$ cat src/stc_defs.vh
// constants for the trigger and acquisition sequencing controller
`ifndef STC_DEFS_VH
`define STC_DEFS_VH
`define STC_A_CTRL      8'h00
`define STC_A_CMD       8'h04
`define STC_A_LEVEL     8'h08
`define STC_A_RECLEN    8'h0c
`define STC_A_POS       8'h10
`define STC_A_HOLD      8'h14
`define STC_A_TB        8'h18
`define STC_A_DTIME     8'h1c
`define STC_A_DCNT      8'h20
`define STC_A_STATUS    8'h24
`define STC_A_TADDR     8'h28
`define STC_C_AUTO      0
`define STC_C_SINGLE    1
`define STC_C_ROLL      2
`define STC_C_FALL      3
`define STC_C_DTIME     4
`define STC_C_DEVT      5
`define STC_C_SRC_LO    6
`define STC_C_VIDEO     8
`define STC_C_VNEG      9
`define STC_C_FLD_LO    10
`define STC_K_RUN       0
`define STC_K_STOP      1
`define STC_K_FORCE     2
`define STC_K_SSEQ      3
`define STC_SRC_CH0     2'h0
`define STC_SRC_CH1     2'h1
`define STC_SRC_LINE    2'h2
`define STC_SRC_EXT     2'h3
`define STC_FLD_ONE     2'h0
`define STC_FLD_TWO     2'h1
`define STC_RST_RECLEN  15'h01f4
`define STC_RST_POS     7'h32
`define STC_RST_TB      16'h0001
`define STC_RST_LEVEL   16'h8080
`define STC_PCT_FULL    7'h64
`define STC_AUTO_MULT   32'h0000_1000
`define STC_HO_MIN_K    32'h0000_0004
`define STC_HO_SPAN_K   32'h0000_0400
`define STC_CLK_HZ      200000000
`define STC_LINE_HZ     60
`define STC_RESP_OK     2'h0
`define STC_RESP_ERR    2'h2
`endif

$ cat src/stc_trigger.v
// trigger and acquisition sequencing controller with axi4-lite registers
//
// The placing of the registers and the AXI4-Lite slave port are this design's own decisions.
`timescale 1ns/10ps
`include "stc_defs.vh"
module stc_trigger #(
    parameter LINE_HALF = `STC_CLK_HZ / (2 * `STC_LINE_HZ)
) (
    input  wire        clock,
    input  wire        srst,
    input  wire [7:0]  s_axi_awaddr,
    input  wire        s_axi_awvalid,
    output wire        s_axi_awready,
    input  wire [31:0] s_axi_wdata,
    input  wire [3:0]  s_axi_wstrb,
    input  wire        s_axi_wvalid,
    output wire        s_axi_wready,
    output wire [1:0]  s_axi_bresp,
    output wire        s_axi_bvalid,
    input  wire        s_axi_bready,
    input  wire [7:0]  s_axi_araddr,
    input  wire        s_axi_arvalid,
    output wire        s_axi_arready,
    output wire [31:0] s_axi_rdata,
    output wire [1:0]  s_axi_rresp,
    output wire        s_axi_rvalid,
    input  wire        s_axi_rready,
    input  wire [7:0]  ch0_sample,
    input  wire [7:0]  ch1_sample,
    input  wire        external_trigger_input,
    input  wire        video_sync_in,
    input  wire        video_field_in,
    output wire        rec_we,
    output wire [14:0] rec_addr,
    output wire [15:0] rec_data,
    output wire        rec_done,
    output wire        arm_ind,
    output wire        ready_ind,
    output wire        posttrigger_fill_indicator
);
    localparam ST_STOP = 6'h01;
    localparam ST_PRE  = 6'h02;
    localparam ST_RDY  = 6'h04;
    localparam ST_DLY  = 6'h08;
    localparam ST_POST = 6'h10;
    localparam ST_HOLD = 6'h20;

    reg [5:0]  st_reg;
    reg [15:0] ctrl_reg;
    reg [15:0] level_reg;
    reg [14:0] reclen_reg;
    reg [6:0]  pos_reg;
    reg [6:0]  hold_reg;
    reg [15:0] tb_reg;
    reg [31:0] dtime_reg;
    reg [15:0] dcnt_reg;
    reg [14:0] taddr_reg;
    reg [7:0]  awa_reg;
    reg        awf_reg;
    reg [31:0] wd_reg;
    reg [3:0]  ws_reg;
    reg        wf_reg;
    reg        bv_reg;
    reg [1:0]  br_reg;
    reg        rv_reg;
    reg [31:0] rd_reg;
    reg [1:0]  rr_reg;
    reg        run_p;
    reg        stop_p;
    reg        force_p;
    reg        sseq_p;

    // bus slave: address and data taken in either order, one write at a time
    wire wr_go = awf_reg & wf_reg & ~bv_reg;
    assign s_axi_awready = ~awf_reg;
    assign s_axi_wready  = ~wf_reg;
    assign s_axi_bvalid  = bv_reg;
    assign s_axi_bresp   = br_reg;
    assign s_axi_arready = ~rv_reg;
    assign s_axi_rvalid  = rv_reg;
    assign s_axi_rdata   = rd_reg;
    assign s_axi_rresp   = rr_reg;

    wire [31:0] wmask = {{8{ws_reg[3]}}, {8{ws_reg[2]}},
                         {8{ws_reg[1]}}, {8{ws_reg[0]}}};
    wire [31:0] wval = wd_reg & wmask;
    wire [6:0]  wpct = (wval[6:0] > `STC_PCT_FULL) ? `STC_PCT_FULL
                                                     : wval[6:0];
    reg wmap;
    always @* begin
        case (awa_reg)
            `STC_A_CTRL, `STC_A_CMD, `STC_A_LEVEL, `STC_A_RECLEN,
            `STC_A_POS, `STC_A_HOLD, `STC_A_TB, `STC_A_DTIME,
            `STC_A_DCNT: wmap = 1'b1;
            default: wmap = 1'b0;
        endcase
    end

    always @(posedge clock) begin
        run_p   <= 1'b0;
        stop_p  <= 1'b0;
        force_p <= 1'b0;
        sseq_p  <= 1'b0;
        if (srst) begin
            awf_reg    <= 1'b0;
            wf_reg     <= 1'b0;
            bv_reg     <= 1'b0;
            br_reg     <= `STC_RESP_OK;
            awa_reg    <= 8'h00;
            wd_reg     <= 32'h0000_0000;
            ws_reg     <= 4'h0;
            ctrl_reg   <= 16'h0000;
            level_reg  <= `STC_RST_LEVEL;
            reclen_reg <= `STC_RST_RECLEN;
            pos_reg    <= `STC_RST_POS;
            hold_reg   <= 7'h00;
            tb_reg     <= `STC_RST_TB;
            dtime_reg  <= 32'h0000_0000;
            dcnt_reg   <= 16'h0000;
        end else begin
            if (s_axi_awvalid & ~awf_reg) begin
                awa_reg <= s_axi_awaddr;
                awf_reg <= 1'b1;
            end
            if (s_axi_wvalid & ~wf_reg) begin
                wd_reg <= s_axi_wdata;
                ws_reg <= s_axi_wstrb;
                wf_reg <= 1'b1;
            end
            if (bv_reg & s_axi_bready)
                bv_reg <= 1'b0;
            if (wr_go) begin
                awf_reg <= 1'b0;
                wf_reg  <= 1'b0;
                bv_reg  <= 1'b1;
                br_reg  <= wmap ? `STC_RESP_OK : `STC_RESP_ERR;
                case (awa_reg)
                    `STC_A_CTRL:   ctrl_reg   <= wval[15:0];
                    `STC_A_LEVEL:  level_reg  <= wval[15:0];
                    `STC_A_RECLEN: reclen_reg <= (wval[14:0] == 15'h0000)
                                                 ? 15'h0001 : wval[14:0];
                    `STC_A_POS:    pos_reg    <= wpct;
                    `STC_A_HOLD:   hold_reg   <= wpct;
                    `STC_A_TB:     tb_reg     <= (wval[15:0] == 16'h0000)
                                                 ? 16'h0001 : wval[15:0];
                    `STC_A_DTIME:  dtime_reg  <= wval;
                    `STC_A_DCNT:   dcnt_reg   <= wval[15:0];
                    `STC_A_CMD: begin
                        run_p   <= wval[`STC_K_RUN];
                        stop_p  <= wval[`STC_K_STOP];
                        force_p <= wval[`STC_K_FORCE];
                        sseq_p  <= wval[`STC_K_SSEQ];
                    end
                    default: ;
                endcase
            end
        end
    end

    always @(posedge clock) begin
        if (srst) begin
            rv_reg <= 1'b0;
            rd_reg <= 32'h0000_0000;
            rr_reg <= `STC_RESP_OK;
        end else if (rv_reg) begin
            if (s_axi_rready)
                rv_reg <= 1'b0;
        end else if (s_axi_arvalid) begin
            rv_reg <= 1'b1;
            rr_reg <= `STC_RESP_OK;
            case (s_axi_araddr)
                `STC_A_CTRL:   rd_reg <= {16'h0000, ctrl_reg};
                `STC_A_CMD:    rd_reg <= 32'h0000_0000;
                `STC_A_LEVEL:  rd_reg <= {16'h0000, level_reg};
                `STC_A_RECLEN: rd_reg <= {17'h00000, reclen_reg};
                `STC_A_POS:    rd_reg <= {25'h0000000, pos_reg};
                `STC_A_HOLD:   rd_reg <= {25'h0000000, hold_reg};
                `STC_A_TB:     rd_reg <= {16'h0000, tb_reg};
                `STC_A_DTIME:  rd_reg <= dtime_reg;
                `STC_A_DCNT:   rd_reg <= {16'h0000, dcnt_reg};
                `STC_A_STATUS: rd_reg <= {23'h000000, st_reg,
                                          posttrigger_fill_indicator,
                                          ready_ind, arm_ind};
                `STC_A_TADDR:  rd_reg <= {17'h00000, taddr_reg};
                default: begin
                    rd_reg <= 32'h0000_0000;
                    rr_reg <= `STC_RESP_ERR;
                end
            endcase
        end
    end

    // pin inputs pass two flip-flops
    reg [1:0] ext_s;
    reg [1:0] vs_s;
    reg [1:0] vf_s;
    always @(posedge clock) begin
        if (srst) begin
            ext_s <= 2'h0;
            vs_s  <= 2'h0;
            vf_s  <= 2'h0;
        end else begin
            ext_s <= {ext_s[0], external_trigger_input};
            vs_s  <= {vs_s[0], video_sync_in};
            vf_s  <= {vf_s[0], video_field_in};
        end
    end

    // internal line-frequency square wave
    reg [31:0] line_cnt;
    reg        line_sq;
    always @(posedge clock) begin
        if (srst) begin
            line_cnt <= 32'h0000_0000;
            line_sq  <= 1'b0;
        end else if (line_cnt == LINE_HALF - 1) begin
            line_cnt <= 32'h0000_0000;
            line_sq  <= ~line_sq;
        end else begin
            line_cnt <= line_cnt + 32'h0000_0001;
        end
    end

    // sample tick from the time base divider
    reg [15:0] tb_cnt;
    wire       tick = (tb_cnt == 16'h0000);
    always @(posedge clock) begin
        if (srst)
            tb_cnt <= 16'h0000;
        else
            tb_cnt <= tick ? tb_reg - 16'h0001 : tb_cnt - 16'h0001;
    end

    wire [1:0] src   = ctrl_reg[`STC_C_SRC_LO+1:`STC_C_SRC_LO];
    wire       video = ctrl_reg[`STC_C_VIDEO];
    wire       fall  = ctrl_reg[`STC_C_FALL];
    wire [1:0] fld   = ctrl_reg[`STC_C_FLD_LO+1:`STC_C_FLD_LO];
    wire       analog = ~video & ~src[1];
    // chosen channel used regardless of display
    wire [7:0] smp = (src == `STC_SRC_CH0) ? ch0_sample : ch1_sample;
    wire       dig = video ? (vs_s[1] ^ ctrl_reg[`STC_C_VNEG])
                 : (src == `STC_SRC_LINE) ? line_sq : ext_s[1];
    wire fld_ok = (fld == `STC_FLD_ONE) ? ~vf_s[1]
                : (fld == `STC_FLD_TWO) ? vf_s[1] : 1'b1;
    wire upd = analog ? tick : 1'b1;
    wire m_cur = analog ? (smp >= level_reg[7:0]) : dig;
    wire d_cur = analog ? (smp >= level_reg[15:8]) : dig;
    reg  m_prev;
    reg  d_prev;
    always @(posedge clock) begin
        if (srst) begin
            m_prev <= 1'b0;
            d_prev <= 1'b0;
        end else if (upd) begin
            m_prev <= m_cur;
            d_prev <= d_cur;
        end
    end
    wire edge_sel = video ? 1'b0 : fall;
    wire m_evt = upd & (edge_sel ? (m_prev & ~m_cur)
                                 : (~m_prev & m_cur))
               & (~video | fld_ok);
    wire d_evt = upd & (edge_sel ? (d_prev & ~d_cur)
                                 : (~d_prev & d_cur));

    // lengths derived from record length, position and time base
    wire [21:0] pre_prod = reclen_reg * pos_reg;
    wire [21:0] pre_q    = pre_prod / `STC_PCT_FULL;
    wire [14:0] pre_need = pre_q[14:0];
    wire [14:0] post_need = reclen_reg - pre_need;
    wire [31:0] auto_to = {16'h0000, tb_reg} * `STC_AUTO_MULT;
    wire [31:0] ho_pct = (`STC_HO_SPAN_K * {25'h0000000, hold_reg})
                         / `STC_PCT_FULL;
    wire [31:0] ho_need = {16'h0000, tb_reg} * (`STC_HO_MIN_K + ho_pct);

    reg [14:0] wa_reg;
    reg [14:0] pre_cnt;
    reg [14:0] post_cnt;
    reg [31:0] auto_cnt;
    reg [31:0] ho_cnt;
    reg [31:0] dt_cnt;
    reg [15:0] de_cnt;
    reg        single_reg;
    reg        we_reg;
    reg [14:0] ra_reg;
    reg [15:0] rdat_reg;
    reg        done_reg;

    wire auto_md = ctrl_reg[`STC_C_AUTO];
    wire roll    = ctrl_reg[`STC_C_ROLL];
    wire dt_en   = ctrl_reg[`STC_C_DTIME];
    wire de_en   = ctrl_reg[`STC_C_DEVT];
    wire auto_fire = auto_md & (auto_cnt >= auto_to);
    wire untrig = auto_md & roll;
    wire rdy_go = m_evt | auto_fire | untrig;
    wire dly_on = dt_en | de_en;
    wire dly_ok = (~dt_en | (dt_cnt >= dtime_reg))
                & (~de_en | (de_cnt >= dcnt_reg));
    wire wr_on = (st_reg == ST_PRE) | (st_reg == ST_RDY)
               | (st_reg == ST_DLY) | (st_reg == ST_POST);
    wire samp = wr_on & tick;
    wire pre_end = (pre_cnt >= pre_need) | (samp & (pre_cnt + 15'h0001 >= pre_need));
    wire post_end = (post_cnt >= post_need) | (samp & (post_cnt + 15'h0001 >= post_need));
    reg [5:0] st_next;
    always @* begin
        st_next = st_reg;
        case (st_reg)
            ST_STOP: if (run_p | sseq_p) st_next = ST_PRE;
            ST_PRE: begin
                if (force_p) st_next = ST_POST;
                else if (pre_end) st_next = ST_RDY;
            end
            ST_RDY: begin
                if (force_p) st_next = ST_POST;
                else if (rdy_go) st_next = (dly_on & ~untrig) ? ST_DLY
                                                              : ST_POST;
            end
            ST_DLY: if (force_p | dly_ok) st_next = ST_POST;
            ST_POST: if (post_end) st_next = single_reg ? ST_STOP
                                                        : ST_HOLD;
            ST_HOLD: if (ho_cnt >= ho_need) st_next = ST_PRE;
            default: st_next = ST_STOP;
        endcase
        if (stop_p) st_next = ST_STOP;
    end

    always @(posedge clock) begin
        if (srst) begin
            st_reg     <= ST_STOP;
            wa_reg     <= 15'h0000;
            pre_cnt    <= 15'h0000;
            post_cnt   <= 15'h0000;
            auto_cnt   <= 32'h0000_0000;
            ho_cnt     <= 32'h0000_0000;
            dt_cnt     <= 32'h0000_0000;
            de_cnt     <= 16'h0000;
            taddr_reg  <= 15'h0000;
            single_reg <= 1'b0;
            we_reg     <= 1'b0;
            ra_reg     <= 15'h0000;
            rdat_reg   <= 16'h0000;
            done_reg   <= 1'b0;
        end else begin
            st_reg   <= st_next;
            we_reg   <= samp;
            done_reg <= (st_reg == ST_POST) & post_end;
            if (sseq_p)
                single_reg <= 1'b1;
            else if (run_p)
                single_reg <= ctrl_reg[`STC_C_SINGLE];
            // circular record write keeps the newest samples
            if (samp) begin
                ra_reg   <= wa_reg;
                rdat_reg <= {ch1_sample, ch0_sample};
                wa_reg   <= (wa_reg >= reclen_reg - 15'h0001)
                            ? 15'h0000 : wa_reg + 15'h0001;
            end
            if (st_reg == ST_PRE) begin
                if (samp & (pre_cnt < pre_need))
                    pre_cnt <= pre_cnt + 15'h0001;
            end else begin
                pre_cnt <= 15'h0000;
            end
            // timer restarts on every detected event
            if (m_evt | (st_reg != ST_RDY) | auto_fire)
                auto_cnt <= 32'h0000_0000;
            else
                auto_cnt <= auto_cnt + 32'h0000_0001;
            if ((st_reg != ST_POST) & (st_next == ST_POST))
                taddr_reg <= wa_reg;
            if (st_reg == ST_POST) begin
                if (samp)
                    post_cnt <= post_cnt + 15'h0001;
            end else begin
                post_cnt <= 15'h0000;
            end
            if (st_reg == ST_HOLD)
                ho_cnt <= ho_cnt + 32'h0000_0001;
            else
                ho_cnt <= 32'h0000_0000;
            if (st_reg == ST_DLY) begin
                dt_cnt <= dt_cnt + 32'h0000_0001;
                if (d_evt)
                    de_cnt <= de_cnt + 16'h0001;
            end else begin
                dt_cnt <= 32'h0000_0000;
                de_cnt <= 16'h0000;
            end
        end
    end

    // events outside ready are dropped: lockout and holdoff
    assign arm_ind = (st_reg == ST_PRE);
    assign ready_ind = (st_reg == ST_RDY) | (st_reg == ST_DLY);
    assign posttrigger_fill_indicator = (st_reg == ST_POST)
                                      | (st_reg == ST_DLY);
    assign rec_we   = we_reg;
    assign rec_addr = ra_reg;
    assign rec_data = rdat_reg;
    assign rec_done = done_reg;
endmodule // stc_trigger

$ cat config.mk
export PLATFORM = sky130hd
export DESIGN_NAME = stc_trigger
export DESIGN_NICKNAME = d
export VERILOG_FILES = /design/src/stc_trigger.v
export VERILOG_INCLUDE_DIRS = /design/src /design/src/src
export SDC_FILE = /design/constraint.sdc
export NUM_CORES = 2
export LEC_CHECK = 0
export ABC_CLOCK_PERIOD_IN_PS = 51600
export BUFFER_PORTS_ARGS = -buffer_cell sky130_fd_sc_hd__buf_2
export CORE_ASPECT_RATIO = 2
export CORE_MARGIN = 3
export CORE_UTILIZATION = 40
export DETAILED_ROUTE_END_ITERATION = 16
export GPL_ROUTABILITY_DRIVEN = 0
export RECOVER_POWER = 25
export SLEW_MARGIN = 15
export SYNTH_ARGS = -nofsm -noshare
export SYNTH_HDL_FRONTEND = slang
export SYNTH_SLANG_ARGS = --single-unit
$ cat constraint.sdc
create_clock -name clock -period 51.6 [get_ports clock]
set_input_delay 0 -clock clock [delete_from_list [all_inputs] [get_ports clock]]
set_output_delay 0 -clock clock [all_outputs]
set_load 0.05 [all_outputs]
==> impl_metrics.ini <==
[floorplanning]
start_util_pct = 40.5
num_rows = 163
die_x_um = 230
fp.dieArea_mm2 = 0.104
ioPinCount = 155
coreArea_mm2 = 0.0989
dieHeight_um = 453

[clock_network]
clkSinkCount = 480
cts_resized = 0
cts_buffers = 46
clkTransAtPathRegs_ns = 0.07
htree_levels = 2
clock_latency_ns = 0.63
cts_setup_buffers = 0
clock_tree.root_cell = clkbuf_16
ctsLongestPathBuffers = 3
tritoncts = yes

[grt]
antenna_found_initial = 2
grt_max_degree = 192
grt_overflow_total = 0
grtUsageTotal_pct = 24.0
grt_pass1_wl_um = 201000
first_global_vias = 37300

[yosys]
async_flop_share_pct = 0
postSynthCellCount = 5025
synth_top_area_share_pct = 24.0
synth_ff_type = dfxtp_1
avgSynthCellArea_um2 = 7.97
ys_warn_count = 0
syn-cell-area_mm2 = 0.0400
synth_edf_count = 0
yosysTopAreaCell = dfxtp_1
synth_seq_cells = 480
synthTopCellsByArea = dfxtp_1 24%, ha_1 12%, fa_1 10%
ys_seq_area_share_pct = 24.0
synth_cell_types = 121

[power_and_ir_drop]
power.leakage_nw = 18.5
ir_worst_vdd_mv = 0.106
power.density_mw_per_mm2 = 45.2

[outcome]
violations = max-capacitance violations, max-slew violations
status = finished, violations left

[drt]
first_pass_iters = 6
avgViaCountPerCell = 5.61
wl_um = 128000
drc = 0
wl_per_cell_um = 19.5
antenna_left = 0
vias = 36800
dr.first_iter.drc_count = 2442

[critical_path]
cp.required_ns = 52.16
start_kind = flip-flop
cp-end-kind = flip-flop
cpMostUsedCell = o21ai_0
arrival_ns = 23.08
critical_path.max_stage_delay_ns = 0.73
worstSetupPathType = reg -> reg
crit_path_top_delay_cell = o31ai_1
worstPathMaxFanout = 20

[timing]
slew_headroom_pct = -481
worstMarginPinSlew_ns = 8.71
worst_slack_ns = 29.08
fmax_mhz = 44.4
report.final.slew_viol_count = 327
finalSetupViolCount = 0
finClkSkew_ns = 0.0572
fin_hold_ws_ns = 0.108
rsz0062_at_grt = no
fin_setup_tns_ns = 0
timing.final.crit_share_pct = 43.6
hold_viol = 0
post-route-min-period_ns = 22.52

[placement]
port_buffers = 152
dpl.hpwl_um = 97400
pre_cts_ws_ns = 29.28

[layout]
mostFrequentLayoutCell = nor2_1
fin_nets = 5843
areaGrowthSynthToFinish_pct = 12.0
final_cell_mix = 617 x nor2_1, 534 x nand2_1, 480 x dfxtp_1
drive_gt1_share_pct = 6.05

[flow_run]
max_cap_viol_count = 3

[min_path]
hold_path_class = in -> reg
==> cell type report <==
cell class / count / area (um2)
antenna: 4 / 10.0
clock buffer: 59 / 1310
clock inverter: 24 / 300
fill: 9845 / 54100
inverter: 404 / 1520
multi-input combinational: 3928 / 28100
sequential: 480 / 9610
tap: 1320 / 1650
timing repair buffer: 328 / 2300
==> worst paths after layout <==
kind / to / cells past startpoint / from / slack [ns]
worst max-delay path: st_reg[2]$_SDFF_PP0_ / 81 / hold_reg[2]$_SDFFE_PP0P_ / 29.08
worst min-delay path: s_axi_rresp[1]$_SDFFE_PP0P_ / 6 / s_axi_araddr[5] / 0.11
worst max register to register: st_reg[2]$_SDFF_PP0_ / 81 / hold_reg[2]$_SDFFE_PP0P_ / 29.08
worst min register to register: rec_addr[12]$_SDFFE_PP0P_ / 2 / rec_addr[12]$_SDFFE_PP0P_ / 0.46
==> what timing repair did <==
item	in CTS	in global routing
hold endpoints to repair	121	0
setup endpoints to repair	0	0
hold buffers	127	0
==> metal layers <==
metal | up-vias | global-route usage [%] | wire, um
met2 | 1183 | 46.3 | 68100
li1 | 17500 | - | -
met3 | 419 | 2.63 | 5470
met4 | 0 | 14.8 | 8860
met5 | - | 0 | 0
met1 | 17700 | 24.6 | 45500
==> worst max-delay path: cells and delay by family (launching register included) <==
| kind | cells | cell delay (ns) |
|---|---|---|
| adders and majority gates | 12 | 4.61 |
| AOI/OAI and AO/OA | 36 | 8.96 |
| xor gates and xnor gates | 3 | 1.11 |
| buffers and inverters | 11 | 1.88 |
| and+or+nand+nor | 19 | 5.24 |
| DFF | 1 | 0.56 |
==> through the flow <==
stage	total power [W]	util (%)	instances	area, um2
6_report	0.00203	45.3	6547	44800
3_3_place_gp	0.00160	42.5	6333	42000
2_1_floorplan	0.00132	-	5042	40100
4_1_cts	0.00201	45.4	6543	44900
5_1_grt	0.00220	45.3	6544	44800
3_5_place_dp	0.00163	42.5	6333	42000
==> cell families after synthesis <==
logic type	count (synthesis)	share of synthesized area, %
simple gates	1923	22.5
compound gates	1055	17.5
buf+inv	634	6.10
fa+ha+maj	580	21.9
flops	480	24.0
xor+xnor	300	6.62
mux	51	1.34
other cells	2	0.0188
==> Yosys cell counts (66+ instances only) <==
| cell | count |
|---|---|
| a21oi_1 | 391 |
| ha_1 | 373 |
| inv_1 | 397 |
| o21ai_0 | 155 |
| a21o_1 | 83 |
| dfxtp_1 | 480 |
| nor3_1 | 75 |
| xnor2_1 | 139 |
| nor2_1 | 620 |
| nand3_1 | 165 |
| a22oi_1 | 83 |
| fa_1 | 204 |
| and2_1 | 131 |
| and3_1 | 66 |
| clkbuf_1 | 198 |
| xor2_1 | 159 |
| nand2_1 | 534 |
==> power breakdown <==
part / switching (W) / leakage (nW) / total (W) / internal, W
Sequential: 0.00000820 / 3.88 / 0.000387 / 0.000378
Clock: 0.000165 / 0.791 / 0.000372 / 0.000206
Combinational: 0.000759 / 13.9 / 0.00127 / 0.000510
No activity file was read; power rests on OpenSTA's default activity.
